<file path="src/rtl/osc_settle_cfg.svh">
`ifndef OSC_SETTLE_CFG_SVH
`define OSC_SETTLE_CFG_SVH
`define OSC_SETTLE_STATUS_ADDR  16'hffa3
`define OSC_SETTLE_SELECT_ADDR  16'hffa4
`define OSC_SETTLE_STATUS_RST   8'h00
`define OSC_SETTLE_SELECT_RST   8'h05
`define SEL_2P11                3'h1
`define SEL_2P13                3'h2
`define SEL_2P14                3'h3
`define SEL_2P15                3'h4
`define SEL_2P16                3'h5
`define EXP_2P11                11
`define EXP_2P13                13
`define EXP_2P14                14
`define EXP_2P15                15
`define EXP_2P16                16
`define SETTLE_CNT_W            17
`define STAT_BIT_2P11           4
`define STAT_BIT_2P16           0
`define HALT_BIT                7
`endif

</file>
<file path="src/rtl/osc_settle_pkg.sv">
package osc_settle_pkg;
    typedef enum logic [1:0] {
        ST_IDLE,
        ST_COUNT,
        ST_DONE
    } settle_state_e;

    typedef struct packed {
        logic        rd;
        logic        wr;
        logic        bit_op;
        logic [2:0]  bit_idx;
        logic [15:0] addr;
        logic [7:0]  wdata;
    } reg_req_s;

    typedef struct packed {
        logic        pin_reset;
        logic        power_on_clear;
        logic        low_voltage_detect;
        logic        watchdog_reset;
    } reset_src_s;
endpackage : osc_settle_pkg

</file>
<file path="src/rtl/osc_start_sync.sv">
`timescale 1ns/1ps
// Three-stage synchroniser; a change counts once stages two and three agree
module osc_start_sync (
    input  wire logic mclk,
    input  wire logic srst,
    input  wire logic async_in,
    output logic      sync_out
);
    logic [2:0] stage_reg;
    logic [2:0] stage_next;
    logic       out_reg;
    logic       out_next;

    always_comb begin
        stage_next = {stage_reg[1:0], async_in};
        out_next   = out_reg;
        if (stage_reg[1] == stage_reg[2]) begin
            out_next = stage_reg[2];
        end
        if (srst) begin
            stage_next = 3'h0;
            out_next   = 1'b0;
        end
    end

    always_ff @(posedge mclk) begin
        stage_reg <= stage_next;
        out_reg   <= out_next;
    end

    assign sync_out = out_reg;
endmodule : osc_start_sync

</file>
<file path="src/rtl/osc_settle_timer.sv">
`timescale 1ns/1ps
`include "osc_settle_cfg.svh"
module osc_settle_timer
    import osc_settle_pkg::*;
#(
    parameter int CNT_W = `SETTLE_CNT_W
) (
    input  wire logic       mclk,
    input  wire logic       srst,
    input  wire reset_src_s reset_src,
    input  wire reg_req_s   req,
    input  wire logic       stop_exec,
    input  wire logic       stop_release,
    input  wire logic       cpu_on_main_osc,
    input  wire logic       main_osc_control_wr,
    input  wire logic [7:0] main_osc_control_wdata,
    input  wire logic       main_crystal_osc,
    output logic [7:0]      rdata,
    output logic            rvalid,
    output logic            cpu_hold,
    output logic            settle_done
);
    // Oscillator edge tick arrives from the crystal domain; sampled, not clocked on
    logic osc_sync;
    logic osc_prev_reg;
    logic osc_prev_next;
    logic osc_tick;

    osc_start_sync u_sync (
        .mclk     (mclk),
        .srst     (srst),
        .async_in (main_crystal_osc),
        .sync_out (osc_sync)
    );

    assign osc_tick = osc_sync & ~osc_prev_reg;

    settle_state_e    state_reg;
    settle_state_e    state_next;
    logic [CNT_W-1:0] cnt_reg;
    logic [CNT_W-1:0] cnt_next;
    logic [4:0]       status_reg;
    logic [4:0]       status_next;
    logic [2:0]       select_reg;
    logic [2:0]       select_next;
    logic             limit_sel_reg;
    logic             limit_sel_next;
    logic             hold_reg;
    logic             hold_next;
    logic [7:0]       rdata_reg;
    logic [7:0]       rdata_next;
    logic             rvalid_reg;
    logic             rvalid_next;
    logic             done_reg;
    logic             done_next;
    logic             any_reset;
    logic             clear_evt;
    logic             halt_set;
    logic [CNT_W-1:0] limit;

    // Select code to cycle count of the threshold
    function automatic logic [CNT_W-1:0] sel_cycles(input logic [2:0] sel);
        logic [CNT_W-1:0] one;
        one = {{(CNT_W-1){1'b0}}, 1'b1};
        unique case (sel)
            `SEL_2P11: sel_cycles = one << `EXP_2P11;
            `SEL_2P13: sel_cycles = one << `EXP_2P13;
            `SEL_2P14: sel_cycles = one << `EXP_2P14;
            `SEL_2P15: sel_cycles = one << `EXP_2P15;
            default:   sel_cycles = one << `EXP_2P16;
        endcase
    endfunction : sel_cycles

    // Thermometer status from elapsed count
    function automatic logic [4:0] status_of(input logic [CNT_W-1:0] c);
        logic [CNT_W-1:0] one;
        one = {{(CNT_W-1){1'b0}}, 1'b1};
        status_of[`STAT_BIT_2P11]     = c >= (one << `EXP_2P11);
        status_of[`STAT_BIT_2P11 - 1] = c >= (one << `EXP_2P13);
        status_of[`STAT_BIT_2P11 - 2] = c >= (one << `EXP_2P14);
        status_of[`STAT_BIT_2P11 - 3] = c >= (one << `EXP_2P15);
        status_of[`STAT_BIT_2P16]     = c >= (one << `EXP_2P16);
    endfunction : status_of

    assign any_reset = reset_src.pin_reset | reset_src.power_on_clear
                     | reset_src.low_voltage_detect | reset_src.watchdog_reset;
    // A halt write clears status even when the oscillator has already stopped
    assign halt_set  = main_osc_control_wr & main_osc_control_wdata[`HALT_BIT];
    assign clear_evt = any_reset | stop_exec | halt_set;
    // Full count after reset or a restart; select limit from stop execution and after stop release
    assign limit     = limit_sel_reg ? sel_cycles(select_reg)
                                     : sel_cycles(`SEL_2P16);

    always_comb begin
        osc_prev_next  = osc_sync;
        state_next     = state_reg;
        cnt_next       = cnt_reg;
        status_next    = status_reg;
        limit_sel_next = limit_sel_reg;
        hold_next      = hold_reg;
        unique case (state_reg)
            ST_IDLE: begin
                // Start-up delay before the first edge does not count
                if (osc_tick) begin
                    state_next = ST_COUNT;
                    cnt_next   = {{(CNT_W-1){1'b0}}, 1'b1};
                end
            end
            ST_COUNT: begin
                // Stop at the limit so a long-running oscillator cannot wrap the count
                if (osc_tick && cnt_reg < limit) begin
                    cnt_next = cnt_reg + {{(CNT_W-1){1'b0}}, 1'b1};
                end
                if (cnt_reg >= limit) begin
                    state_next = ST_DONE;
                    hold_next  = 1'b0;
                end
            end
            ST_DONE: begin
            end
        endcase
        // Bits only ever set once reached, so they stay set until a clear
        status_next = status_reg | status_of((cnt_reg > limit) ? limit : cnt_reg);
        // Restart under the select limit; the hold follows the CPU clock source
        if (stop_release) begin
            limit_sel_next = 1'b1;
            hold_next      = cpu_on_main_osc;
            state_next     = ST_IDLE;
            cnt_next       = '0;
        end
        // A clear outranks a tick in the same cycle: it is a restart, not a set
        if (clear_evt) begin
            state_next     = ST_IDLE;
            cnt_next       = '0;
            status_next    = 5'h00;
            limit_sel_next = stop_exec & ~any_reset;
        end
        if (srst) begin
            osc_prev_next  = 1'b0;
            state_next     = ST_IDLE;
            cnt_next       = '0;
            status_next    = 5'(`OSC_SETTLE_STATUS_RST);
            limit_sel_next = 1'b0;
            hold_next      = 1'b0;
        end
        // Registered from the next state so the pin needs no decode of its own
        done_next = (state_next == ST_DONE);
    end

    always_ff @(posedge mclk) begin
        osc_prev_reg  <= osc_prev_next;
        state_reg     <= state_next;
        cnt_reg       <= cnt_next;
        status_reg    <= status_next;
        limit_sel_reg <= limit_sel_next;
        hold_reg      <= hold_next;
        done_reg      <= done_next;
    end

    // Select register group
    always_comb begin
        select_next = select_reg;
        // Byte writes only; bit operations on the select register are ignored
        if (req.wr && !req.bit_op && req.addr == `OSC_SETTLE_SELECT_ADDR) begin
            select_next = req.wdata[2:0];
        end
        if (srst || any_reset) begin
            select_next = 3'(`OSC_SETTLE_SELECT_RST);
        end
    end

    always_ff @(posedge mclk) begin
        select_reg <= select_next;
    end

    // Read port group; an unmapped address answers zero so software never stalls
    always_comb begin
        rdata_next  = 8'h00;
        rvalid_next = 1'b0;
        if (req.rd) begin
            rvalid_next = 1'b1;
            if (req.addr == `OSC_SETTLE_STATUS_ADDR) begin
                rdata_next = {3'h0, status_reg};
                if (req.bit_op) begin
                    rdata_next = {7'h00, rdata_next[req.bit_idx]};
                end
            end else if (req.addr == `OSC_SETTLE_SELECT_ADDR) begin
                rdata_next = {5'h00, select_reg};
            end
        end
        if (srst) begin
            rdata_next  = 8'h00;
            rvalid_next = 1'b0;
        end
    end

    always_ff @(posedge mclk) begin
        rdata_reg  <= rdata_next;
        rvalid_reg <= rvalid_next;
    end

    assign rdata       = rdata_reg;
    assign rvalid      = rvalid_reg;
    assign cpu_hold    = hold_reg;
    assign settle_done = done_reg;
endmodule : osc_settle_timer

</file>
<file path="config.mk">
export PLATFORM = sky130hd
export DESIGN_NAME = osc_settle_timer
export DESIGN_NICKNAME = d
export VERILOG_FILES = /design/src/rtl/osc_settle_pkg.sv /design/src/rtl/osc_start_sync.sv /design/src/rtl/osc_settle_timer.sv
export VERILOG_INCLUDE_DIRS = /design/src /design/src/rtl
export SDC_FILE = /design/constraint.sdc
export NUM_CORES = 1
export LEC_CHECK = 0
export BUFFER_PORTS_ARGS = -buffer_cell sky130_fd_sc_hd__buf_2
export CAP_MARGIN = 20
export CORE_ASPECT_RATIO = 1.2
export CORE_MARGIN = 5
export CORE_UTILIZATION = 50
export DETAILED_ROUTE_END_ITERATION = 12
export GPL_ROUTABILITY_DRIVEN = 0
export PLACE_DENSITY_LB_ADDON = 0.12
export SYNTH_ARGS = -nofsm -noshare
export SYNTH_HDL_FRONTEND = slang
export SYNTH_SLANG_ARGS = --single-unit
</file>
<file path="constraint.sdc">
create_clock -name mclk -period 2.8 [get_ports mclk]
set_input_delay 0.42 -clock mclk [delete_from_list [all_inputs] [get_ports mclk]]
set_output_delay 0.42 -clock mclk [all_outputs]
set_load 0.01 [all_outputs]
</file>
**Word-level counts from Yosys, hierarchy flattened**

Index checks and enable logic that the tools add are counted.

- Flip-flop bits (word level): 44
- Latch bits: 0
- Bits in read-only memories: 0
- Memories: 0
- Output and inout port bits: 11
- RAM bits: 0
- Word-level logic and storage cells: 83

- Shift operators: 0
- Bitwise operators: 12
- Multipliers: 0
- Mux-type cells: 23
- Magnitude comparators: 9
- Equal/unequal tests: 11
- Add/subtract/negate cells: 1
- Reductions and logical operators: 15
- Divide/modulo/power cells: 0

Operator list:

| kind | count |
|---|---|
| 17-bit two-way mux | 4 |
| 17-bit case mux with 4 select lines | 1 |
| 17-bit case mux with 2 select lines | 1 |
| 16-bit equality test, second input constant | 2 |
| 17-bit by 1-bit adder with 17-bit output, second input constant | 1 |
| 17-bit by 12-bit greater-or-equal comparator with 1-bit output, second input constant | 1 |
| 17-bit by 14-bit greater-or-equal comparator with 1-bit output, second input constant | 1 |
| 17-bit by 15-bit greater-or-equal comparator with 1-bit output, second input constant | 1 |
| 17-bit by 16-bit greater-or-equal comparator with 1-bit output, second input constant | 1 |
| 17-bit greater-or-equal comparator | 1 |
| 17-bit greater-or-equal comparator, second input constant | 1 |
| 17-bit greater-than comparator | 1 |
| 17-bit less-than comparator | 1 |
| 2-bit two-way mux | 5 |
| 8-bit two-way mux | 1 |
| 2-bit nonzero test | 4 |
| 1-bit two-way mux | 7 |
| 3-bit by 2-bit equality test with 1-bit output, second input constant | 2 |
| 5-bit two-way mux | 1 |
| 1-bit bitwise OR | 5 |
| 5-bit bitwise OR | 1 |
| 3-bit by 4-bit less-than comparator with 1-bit output, second input constant | 1 |
| 2-bit inequality test, second input constant | 2 |
| 2-bit case mux with 2 select lines | 1 |
| other kinds (17) | 24 |

**Depth between registers and ports, before layout**

- Depth in word-level cells: 10
- Gate-level depth with buffers: 10
- Mapped depth without buffers: 9

**Modules after synthesis**

Synthesis repeated with hierarchy kept, for this count alone.

- Cells, all modules: 246
- Area total of the unflattened synthesis: 2,129.5 µm²

By module, submodules not included:

| module | instances | area an instance (µm²) | cells an instance |
|---|---|---|---|
| osc_settle_timer | 1 | 2,016.9 | 236 |
| osc_start_sync | 1 | 112.6 | 10 |

**Worst setup path after synthesis**

Ideal clock, no wire load.

- Path kind: reg-to-reg
- Start point: reg limit_sel_reg
- End point: reg cnt_reg[11]
- Path slack: 506 ps
- Data arrival time: 2,224 ps
- Required time: 2,730 ps
- Stages on the path, launching flop included: 10
- Path through: dfxtp_1 > nor2b_1 > o21ai_0 > nand2_1 > ha_1 > a21oi_1 > o21a_4 > o211ai_4 > or4_1 > a21oi_1

- Longest elaborated chain between the ends: 5

Ends and longest elaborated chain:

| what | line | text |
|---|---|---|
| start: declaration | osc_settle_timer.sv:46 | `logic limit_sel_reg;` |
| start signal: assignment | osc_settle_timer.sv:155 | `limit_sel_reg <= limit_sel_next;` |
| 17-bit two-way mux | osc_settle_timer.sv:91 | `assign limit = limit_sel_reg ? sel_cycles(select_reg)` |
| 17-bit less-than comparator | osc_settle_timer.sv:111 | `if (osc_tick && cnt_reg < limit) begin` |
| 1-bit logical AND | osc_settle_timer.sv:111 |  |
| 2-bit inequality test (no line) | -- |  |
| 3-bit AND reduction (no line) | -- |  |
| end signal: assignment | osc_settle_timer.sv:153 | `cnt_reg <= cnt_next;` |
| end: declaration | osc_settle_timer.sv:40 | `logic [CNT_W-1:0] cnt_reg;` |

Every way passes these cells.
A chain may end at the register's enable or synchronous reset.

**Worst setup path after layout**

- Start point: reg select_reg[0]
- End point: reg cnt_reg[8]

- Longest elaborated chain between the ends: 7
- Elaborated cells between the ends (all ways): 10
- Those cells by class: order compare: 1; eq/ne: 5; mux: 2; reduce/logical: 2

Ends and longest elaborated chain:

| what | line | text |
|---|---|---|
| start: declaration | osc_settle_timer.sv:44 | `logic [2:0] select_reg;` |
| start signal: assignment | osc_settle_timer.sv:173 | `select_reg <= select_next;` |
| 3-bit equality test (tied with other cells) | osc_settle_timer.sv:65 | `unique case (sel)` |
| 17-bit case mux with 4 select lines * | osc_settle_timer.sv:65 |  |
| 17-bit two-way mux * | osc_settle_timer.sv:91 |  |
| 17-bit less-than comparator * | osc_settle_timer.sv:111 |  |
| 1-bit logical AND * | osc_settle_timer.sv:111 |  |
| 2-bit inequality test (no line) * | -- |  |
| 3-bit AND reduction (no line) * | -- |  |

Mark *: on every way between the ends. The rest lies on a longest branch, timed or not.

==> impl_metrics.toml <==
[outcome]
status = "finished, final reports clean"

[worst_setup_path]
crit_fanout = 7
r2r-start = "select_reg[0]"
cp-start-kind = "flop"
critPathCaptureType = "flop"
critPathRequiredTime_ns = 3.02
critical_path_arrival_ns = 2.76
crit_type = "reg -> reg"
startpoint = "select_reg[0]"
rr_worst_depth = 9

[grt]
grt_pass1_vias = 1635
grt_pass1_wl_um = 7070
overflow = 0
antenna_found_initial = 0
grt_max_degree = 16
grtUsageTotal_pct = 16.9

[min_path]
min_path_type = "in -> reg"
min_from = "main_crystal_osc"
whs_path_depth = 2

[synth]
yosysMostFrequentCell = "dfxtp_1"
ys_types = 53
ys_seq_elements = 41
synth_top_area_cell = "dfxtp_1"
synthFlopType = "dfxtp_1"
netlist_area_mm2 = 0.00207
async_reset_ff_share_pct = 0
yosys_warnings = 0
netlist.area_leader.share_pct = 39.6
ys_seq_area_share_pct = 39.6
ys_top_cells_by_count = "dfxtp_1 (41), a21oi_1 (22), nand2_1 (18)"
syn-mean-instance-area_um2 = 8.87
synthTopCellsByArea = "dfxtp_1 (40%), a21oi_1 (5.3%), ha_1 (4.2%)"
synth_edf_count = 0
synthCells = 234

[power_and_ir_drop]
p_comb_share_pct = 4.0
p_sw_share_pct = 19.4
power_switching_w = 0.000217
power_leakage_nw = 0.917
power_density_mw_per_mm2 = 455
seqPwrFrac_pct = 52.5
p_int_w = 0.000902
ir_drop_mv = 0.279
pwr-share-clk_pct = 43.5

[clocking]
clock_sinks = 41
clk_pin_slew_ns = 0.08
htreeDepth = 2
cts_tree = "yes"
cts_buffers = 5
cts_resized = 0
ctsHoldBuffers = 0
cts_setup_buffers = 0
clockBufferDepth = 2
clk_latency_ns = 0.29
clockRootBuffer = "clkbuf_8"

[detailed_routing]
drt-total-wl_um = 4430
viasPerCell = 5.42
postRouteAntennaNets = 0
drt_iter0_markers = 39
dr_total_vias = 1821
drc = 0
drtPass1Iterations = 4
post_drt_wl_per_cell_um = 13.2

[final_layout]
drive_above_1_share_pct = 24.5
largest_reg_flops = 17
insertedDiodeCount = 0
postLayoutCoreUtil_pct = 61.8
nNetsFinal = 337
area_growth_syn_to_layout_pct = 18.4

[timing]
fin_crit_ns = 2.54
rsz0062_at_grt = "no"
setup_viol = 0
fin_tns_setup_ns = 0
hold_viol = 0
worst_pin_slew_ns = 0.510
skew_ns = 0.00482
fmax_mhz = 394
slew_violations = 0
fin_crit_sh_pct = 90.7
relSlewSlack_pct = 65.7
hold-worst-slack_ns = 0.335

[placement]
port_buffers = 44
place_hpwl_um = 3330

[floorplanning]
ios = 60
fp.dieArea_mm2 = 0.00554
dieHeight_um = 80.6
num_rows = 25
die_w_um = 68.8
coreArea_mm2 = 0.00397
start_util_pct = 52.2

[job]
drv_cap = 0
metal layers:
layer  part of all wire [%]  GRT usage (%)  vias up
met4                    1.6           8.19        0
met1                     43           18.9      826
met5                      0              0        -
met3                    6.6           4.06        6
met2                     48           29.1       42
li1                       -              -      947
layout by cell type (no fill, tap or decap), types with 3 or more instances in the layout:
cell      netlist  final
nand3b_1        3      3
dfxtp_1        41     41
nand2_1        18     18
nor2b_1        11     10
conb_1          1      3
or4_1           3      3
o21ai_0        12     12
nand4_1         5      5
inv_1          10     10
nor2_1         12     12
ha_1            7      7
a21oi_1        22     22
or3_1           9      9
nor3_1          7      7
clkbuf_8        0      6
buf_2           2     44
o31ai_1         3      3
nand3_1        11     11
mux2i_1         5      5
kinds of logic (layout without fill, tap and decap cells):
| logic type | count (synthesis) | after routing | share of synthesized area, % |
|---|---|---|---|
| AO/OA/AOI/OAI | 60 | 60 | 19.5 |
| XOR/XNOR | 3 | 3 | 1.27 |
| adder cells (fa/ha/maj) | 7 | 7 | 4.22 |
| buffers and inverters | 18 | 64 | 4.10 |
| flip-flops | 41 | 41 | 39.6 |
| multiplexers | 7 | 7 | 4.04 |
| other | 1 | 3 | 0.181 |
| AND/OR/NAND/NOR | 97 | 97 | 27.1 |
power groups by stage:
stage	logic, W	clock network, W	registers, W
after floorplan	0.0000168	0	0.000602
after global placement	0.0000438	0	0.000601
after detailed placement	0.0000447	0	0.000601
after CTS	0.0000449	0.000505	0.000587
after global routing	0.0000492	0.000530	0.000588
final	0.0000446	0.000487	0.000587
worst paths after layout:
path	to	slack, ns
worst max-delay path	cnt_reg[8]	0.26
worst min-delay path	u_sync.stage_reg[0]	0.34
worst max register to register	cnt_reg[8]	0.26
worst min register to register	u_sync.sync_out	0.46
cell type report:
cell class / instances / area [um2]
Inverter: 10 / 37.5
Timing Repair Buffer: 46 / 235
Clock buffer: 7 / 86.3
Tap cell: 54 / 67.6
Sequential cell: 41 / 821
Clock inverter: 1 / 30.0
Multi-Input combinational cell: 177 / 1180
Fill cell: 364 / 1520
per-stage QoR:
step | std cells | instance area, um2 | setup slack [ns] | power (W)
after detailed placement | 328 | 2340 | 0.212 | 0.000646
after global routing | 336 | 2460 | 0.0425 | 0.00117
after floorplan | 236 | 2080 | 0.506 | 0.000619
after global placement | 328 | 2340 | 0.288 | 0.000645
after CTS | 336 | 2450 | 0.187 | 0.00114
final | 336 | 2460 | 0.260 | 0.00112
critical path: stages, from the launching register on:
cell      delay [ns]
dfxtp_1         0.38
o21ai_0         0.33
nand2_1         0.12
ha_1            0.32
a21oi_1         0.24
o21a_4          0.20
o211ai_1        0.19
buf_4           0.22
or3_1           0.34
a21oi_1         0.14
Note: power is estimated with default switching activity, not from simulation.
